### config.mk
export PLATFORM = sky130hd
export DESIGN_NAME = ready_handshake
export DESIGN_NICKNAME = d
export VERILOG_FILES = /design/src/core/ready_hs_pkg.sv /design/src/core/phase_hold.sv /design/src/core/ready_handshake.sv
export SDC_FILE = /design/constraint.sdc
export NUM_CORES = 1
export LEC_CHECK = 0
export BUFFER_PORTS_ARGS = -buffer_cell sky130_fd_sc_hd__buf_2
export CAP_MARGIN = 25
export CORE_MARGIN = 5
export CORE_UTILIZATION = 47
export DETAILED_ROUTE_END_ITERATION = 6
export GPL_ROUTABILITY_DRIVEN = 1
export PLACE_DENSITY = 0.82
export SLEW_MARGIN = 10
export SYNTH_ARGS = -nofsm -noshare
export SYNTH_HDL_FRONTEND = slang
export SYNTH_HIERARCHICAL = 1
export SYNTH_SLANG_ARGS = --single-unit
export TNS_END_PERCENT = 20
### constraint.sdc
create_clock -name core_clk -period 2.1 [get_ports core_clk]
set_clock_uncertainty 0.1 [all_clocks]
set_input_delay 0.21 -clock core_clk [delete_from_list [all_inputs] [get_ports core_clk]]
set_output_delay 0.21 -clock core_clk [all_outputs]
set_load 0.01 [all_outputs]
### src/core/ready_hs_pkg.sv
// package for the data phase ready handshake block
// assumes a single bus clock and synchronous active-high reset
package ready_hs_pkg;
  localparam int DATA_W = 32;
  localparam int BE_W = 4;
  localparam int REG_WAIT_DEFAULT = 2;
  localparam int WAIT_CNT_W = 4;
  localparam logic [WAIT_CNT_W-1:0] WAIT_CNT_RESET = 4'h0;
  localparam logic READY_IDLE = 1'b1;

  typedef enum logic [1:0] {
    ROLE_NONE,
    ROLE_INITIATOR,
    ROLE_TARGET
  } role_t;

  typedef struct packed {
    logic [DATA_W-1:0] data;
    logic [BE_W-1:0] be;
  } phase_word_t;

  typedef struct packed {
    logic o;
    logic oe;
  } pin_drive_t;
endpackage

### src/core/phase_hold.sv
// holds the data and byte enables of the driving party until phase end
// takes a new word only while no word is held; a load offered while held is ignored
`timescale 1ns/1ps
module phase_hold
  import ready_hs_pkg::*;
(
  input wire logic core_clk,
  input wire logic reset,
  input wire logic clk_en,
  input wire logic load,
  input wire phase_word_t load_word,
  input wire logic complete,
  output phase_word_t held_word,
  output logic held
);
  always_ff @(posedge core_clk) begin
    if (reset) begin
      held <= 1'b0;
    end else if (clk_en) begin
      if (complete) begin
        held <= 1'b0;
      end else if (load) begin
        held <= 1'b1;
      end
    end
  end

  // word frozen until completion
  always_ff @(posedge core_clk) begin
    if (reset) begin
      held_word <= '0;
    end else if (clk_en && load && !held) begin
      held_word <= load_word;
    end
  end
endmodule

### src/core/ready_handshake.sv
// data phase ready handshake for a shared 32-bit bus, both roles
// assumes all pins synchronous to core_clk; pin wire resolved outside
// Operation
// - phase completes only when both ready lines sample low together
// - as target, hold target ready high until able to complete
// - as target on own registers, add extra wait cycles per phase
// - target ready is input as initiator, output as target
// - initiator ready is output as initiator, input as target
// - neither role: both ready lines left undriven
// - ready lines change and are sampled only on rising clock edges
// - as initiator, initiator ready high when not ready, low when ready
// - frame low over transaction; frame high marks last data phase
`timescale 1ns/1ps
module ready_handshake
  import ready_hs_pkg::*;
#(
  parameter int REG_WAIT = REG_WAIT_DEFAULT
)
(
  input wire logic core_clk,
  input wire logic reset,
  input wire logic clk_en,
  input wire role_t role,
  input wire logic reg_access,
  input wire logic local_ready,
  input wire logic cycle_frame_n,
  input wire logic target_ready_n_in,
  output logic target_ready_n_out,
  output logic target_ready_n_oe,
  input wire logic initiator_ready_n_in,
  output logic initiator_ready_n_out,
  output logic initiator_ready_n_oe,
  input wire logic word_valid,
  input wire phase_word_t word_in,
  output phase_word_t word_out,
  output logic word_held,
  output logic phase_done,
  output logic last_phase_done
);
  logic [WAIT_CNT_W-1:0] wait_cnt;
  logic trdy_ready;
  logic irdy_ready;
  logic both_low;
  logic wait_over;
  logic active;

  localparam int LINES = 2;
  localparam role_t LINE_OWNER [LINES] = '{ROLE_TARGET, ROLE_INITIATOR};

  pin_drive_t drive [LINES];
  logic [LINES-1:0] line_ready;

  function automatic logic phase_ends(input logic t_n, input logic i_n);
    phase_ends = !t_n && !i_n;
  endfunction

  // role decode, shared by counter, ready flops and pin drive
  function automatic logic owns(input role_t r, input role_t owner);
    owns = r == owner;
  endfunction

  assign active = !cycle_frame_n || !target_ready_n_in ||
                  !initiator_ready_n_in || !trdy_ready || !irdy_ready;

  // ready lines as seen on the wire, sampled at core_clk rising edges
  assign both_low = phase_ends(target_ready_n_in, initiator_ready_n_in);
  assign phase_done = clk_en && both_low &&
                      role != ROLE_NONE;
  assign last_phase_done = phase_done && cycle_frame_n;

  assign wait_over = !reg_access ||
                     wait_cnt >= WAIT_CNT_W'(REG_WAIT);

  // per-phase wait counter for own register accesses
  always_ff @(posedge core_clk) begin
    if (reset) begin
      wait_cnt <= WAIT_CNT_RESET;
    end else if (clk_en) begin
      if (!owns(role, ROLE_TARGET) || phase_done) begin
        wait_cnt <= WAIT_CNT_RESET;
      end else if (reg_access && !wait_over) begin
        wait_cnt <= wait_cnt + 1'b1;
      end
    end
  end

  // target ready, registered so it changes on edges only
  always_ff @(posedge core_clk) begin
    if (reset) begin
      trdy_ready <= 1'b0;
    end else if (clk_en) begin
      if (!owns(role, ROLE_TARGET) || phase_done) begin
        trdy_ready <= 1'b0;
      end else begin
        trdy_ready <= local_ready && wait_over;
      end
    end
  end

  // initiator ready, registered
  always_ff @(posedge core_clk) begin
    if (reset) begin
      irdy_ready <= 1'b0;
    end else if (clk_en) begin
      if (!owns(role, ROLE_INITIATOR) || phase_done) begin
        irdy_ready <= 1'b0;
      end else begin
        irdy_ready <= local_ready;
      end
    end
  end

  assign line_ready[0] = trdy_ready;
  assign line_ready[1] = irdy_ready;

  // one drive per ready line, released unless its owning role is held
  genvar g;
  generate
    for (g = 0; g < LINES; g++) begin : g_line
      assign drive[g].oe = owns(role, LINE_OWNER[g]);
      assign drive[g].o = drive[g].oe ? !line_ready[g] : READY_IDLE;
    end
  endgenerate

  assign target_ready_n_oe = drive[0].oe;
  assign target_ready_n_out = drive[0].o;
  assign initiator_ready_n_oe = drive[1].oe;
  assign initiator_ready_n_out = drive[1].o;

  phase_hold u_hold (
    .core_clk(core_clk),
    .reset(reset),
    .clk_en(clk_en),
    .load(word_valid && active && role != ROLE_NONE),
    .load_word(word_in),
    .complete(phase_done),
    .held_word(word_out),
    .held(word_held)
  );
endmodule

==> out/qor.log <==
[setup_path] slowest stage cell, crit path sky130_fd_sc_hd__dfxtp_1
[synthesis] leading register cell type out of synthesis sky130_fd_sc_hd__dfxtp_1
[floorplan] Core Rows 23
[sta] Hold Violations, Final 0
[setup_path] peak per-stage delay on the critical path 0.39 ns
[floorplan] die boundary width 75.7 microns
[synthesis] most numerous cell types in the synthesized netlist sky130_fd_sc_hd__nand2b_1, sky130_fd_sc_hd__dfxtp_1, sky130_fd_sc_hd__mux2i_1, sky130_fd_sc_hd__clkbuf_1
[synthesis] post-synthesis net count 251
[synthesis] Synth Instances 202
[setup_path] crit end category register
[power_and_ir_drop] worst vdd rail ir drop 0.000417 V
[setup_path] endpoint of the worst-slack reg-to-reg timing path wait_cnt[0]$_SDFFE_PP0P_
[setup_path] cell breakdown of the critical path inv_1, ha_1, nor4_4, nand3_2, or3_1, a21oi_2
[sta] Final TNS setup 0 ns
[clock_network] count of cells resized by post-cts repair 0
[hold_path] Endpoint, Worst Hold u_hold/held_word[5]$_SDFFE_PP0P_
[clock_network] total CTS buffers 5
[hold_path] type of the worst min-delay path in2reg
[power_and_ir_drop] power per cell area 630 nW/um^2
[clock_network] H-Tree Depth 2
[clock_network] clock sinks 43
[global_routing] wire length of the first global-routing pass 6700 microns
[clock_network] CTS root buf sky130_fd_sc_hd__clkbuf_8
[hold_path] Hold Path Stages 3
[clock_network] Clk Latency, worst-skew pair 0.29 ns
[routing] post-detailed-route count of antenna-violating nets 0
[sta] number of max-slew violations in the final report 0
[synthesis] synth top area cells sky130_fd_sc_hd__dfxtp_1, sky130_fd_sc_hd__nand2b_1, sky130_fd_sc_hd__mux2i_1
[setup_path] CP Max Fanout 4
[synthesis] synthesized area per cell 10.0 sq um
[routing] wire length per cell 12.5 microns
[setup_path] crit start category register
[synthesis] library cell with the largest summed area after synthesis sky130_fd_sc_hd__dfxtp_1
[routing] total wire length 4270 microns
[sta] Final setup viols 0
[sta] transition time at the pin with the least slew margin 0.527 ns
[layout] ANT cells 0
[layout] final core occ 0.624
[sta] Max Fclk 596 MHz
[setup_path] worst r2r src wait_cnt[0]$_SDFFE_PP0P_
[synthesis] total of warnings raised by yosys 6
[hold_path] hold wc startpoint word_in[5]
[setup_path] arrival time of data at the critical path endpoint 1.81 ns
[sta] Max transition margin 0.648
[clock_network] total of hold buffers inserted after clock tree synthesis 0
[setup_path] required time at the endpoint of the critical path 2.23 ns
[layout] fraction of layout instances using a drive strength above 1 0.357
[routing] number of vias in the routed layout 1616
[floorplan] overall die area 5730 sq um
[layout] final net count 339
[synthesis] count of different cell masters after synthesis 28
[sta] post-layout min period 1.68 ns
[layout] Filler cells 343
[routing] drt drc 0
[synthesis] cell area after technology mapping 2030 sq um
[global_routing] pin count of the biggest net entering global routing 44
[sta] final cycle utilization of the critical path 0.798
[routing] number of DRC violations after detailed-routing iteration 0 35
[synthesis] FF+latch count, synth 43
[floorplan] area of the core 4090 sq um
[layout] Area growth syn-to-layout 25.7%
[clock_network] CTS tree done
[synthesis] library cell with the highest instance count after synthesis sky130_fd_sc_hd__nand2b_1
[synthesis] fraction of post-synthesis cell area in the top cell type by area 0.424
[clock_network] CTS clock-pin slew for the worst setup and hold paths 0.08 ns
[placement] routability congestion estimate from global placement 0.784
[floorplan] Vert. Die Dim 75.7 microns
[status] outcome complete, no violations
[global_routing] number of antenna violations at the first check in global routing 0
[floorplan] number of placed I/O pins 90
[global_routing] leftover overflow at the end of global routing 0
[synthesis] proportion of synthesized chip area in sequential cells 0.424
[synthesis] async set-reset flop share out of synthesis 0
[floorplan] initial core utilization 0.497
[placement] HPWL Detailed 3200 microns
[setup_path] R2R cell count 6
[setup_path] Crit Path Class reg2reg
[clock_network] buffers inserted during post-CTS setup optimization 0
[synthesis] count of flip-flops with a built-in enable after synthesis 0
[setup_path] FF-to-FF setup slack 0.42 ns
[global_routing] via count of the first global-routing pass 1584
[power_and_ir_drop] Static Leak 1.17 nW
[job] # Max-Cap Violations 0
[routing] Pre-Repair DR Iteration Count 4
[global_routing] total track usage 0.152
[placement] number of port buffers 89
[clock_network] maximum buffer depth of the clock tree 2
[sta] unrepaired setup endpoints after global routing no
[routing] vias per inst 4.74
## layer usage
metal  routed length [microns]  share of wire  track usage  vias up
met4                        23         0.0054       0.0466        0
met3                       272          0.064       0.0501        2
met5                         0              0            0        -
li1                          -              -            -      835
met1                      1840           0.43        0.176      737
met2                      2140           0.50        0.265       42
## report_power, final
group,switching [W],internal (W),total (W)
Clock,0.000274,0.000233,0.000506
Sequential,0.0000171,0.000849,0.000866
Combinational,0.000112,0.000123,0.000235
## logic make-up after synthesis
kind of cell    Yosys count  synth area share
simple gates             93             0.289
fa+ha+maj                 2            0.0123
mux                      36             0.178
compound gates           13            0.0407
flops                    43             0.424
buf+inv                  15            0.0561
## flip-flops by register name (all words and copies together), names as in the netlist
signal	count
u_hold/held_word	36
trdy_ready	1
wait_cnt	4
irdy_ready	1
u_hold/held	1
## layout make-up
class | instances | area [sq um] | area share
multi-input cells | 144 | 1060 | 0.414
flip-flops and latches | 43 | 861 | 0.337
repair buffers | 93 | 475 | 0.186
clock buffers | 6 | 72.6 | 0.0284
well taps | 50 | 62.6 | 0.0245
clock inverters | 2 | 12.5 | 0.00490
inverters | 3 | 11.3 | 0.00441
## how the worst max path moves through the flow
stage,endpoint,start,cells after the start
4_1_cts,wait_cnt[0]$_SDFFE_PP0P_,wait_cnt[0]$_SDFFE_PP0P_,6
3_3_place_gp,wait_cnt[0]$_SDFFE_PP0P_,wait_cnt[0]$_SDFFE_PP0P_,6
3_5_place_dp,wait_cnt[0]$_SDFFE_PP0P_,wait_cnt[0]$_SDFFE_PP0P_,6
5_1_grt,wait_cnt[0]$_SDFFE_PP0P_,wait_cnt[0]$_SDFFE_PP0P_,6
2_1_floorplan,wait_cnt[0]$_SDFFE_PP0P_,wait_cnt[0]$_SDFFE_PP0P_,6
6_report,wait_cnt[0]$_SDFFE_PP0P_,wait_cnt[0]$_SDFFE_PP0P_,6
## stage by stage
| step | area [sq um] | setup WS [ns] | cells | hold WS, ns | total power, W |
|---|---|---|---|---|---|
| 3_3_place_gp | 2470 | 0.497 | 333 | 0.354 | 0.00112 |
| 5_1_grt | 2550 | 0.359 | 341 | 0.0661 | 0.00170 |
| 2_1_floorplan | 2030 | 0.576 | 202 | 0.172 | 0.00103 |
| 3_5_place_dp | 2470 | 0.456 | 333 | 0.360 | 0.00112 |
| 4_1_cts | 2550 | 0.419 | 341 | 0.0587 | 0.00164 |
| 6_report | 2550 | 0.423 | 341 | 0.0721 | 0.00161 |
## critical path: cells and delay by family (launching register included)
| family | cells | cell delay [ns] |
|---|---|---|
| compound gates | 1 | 0.13 |
| fa+ha+maj | 1 | 0.23 |
| buf+inv | 1 | 0.07 |
| flops | 1 | 0.39 |
| simple gates | 3 | 0.70 |
## placed cells by master (no fill, tap or decap), drive strengths merged, types with 2 or more instances in the layout
cell type,count
a21oi,5
ha,2
nand3,2
dfxtp,43
o21a,2
nand2,3
nor2,4
o21ai,3
inv,3
clkbuf,6
nand2b,75
buf,93
and2,2
mux2i,36
(Power assumes the default switching activity.)
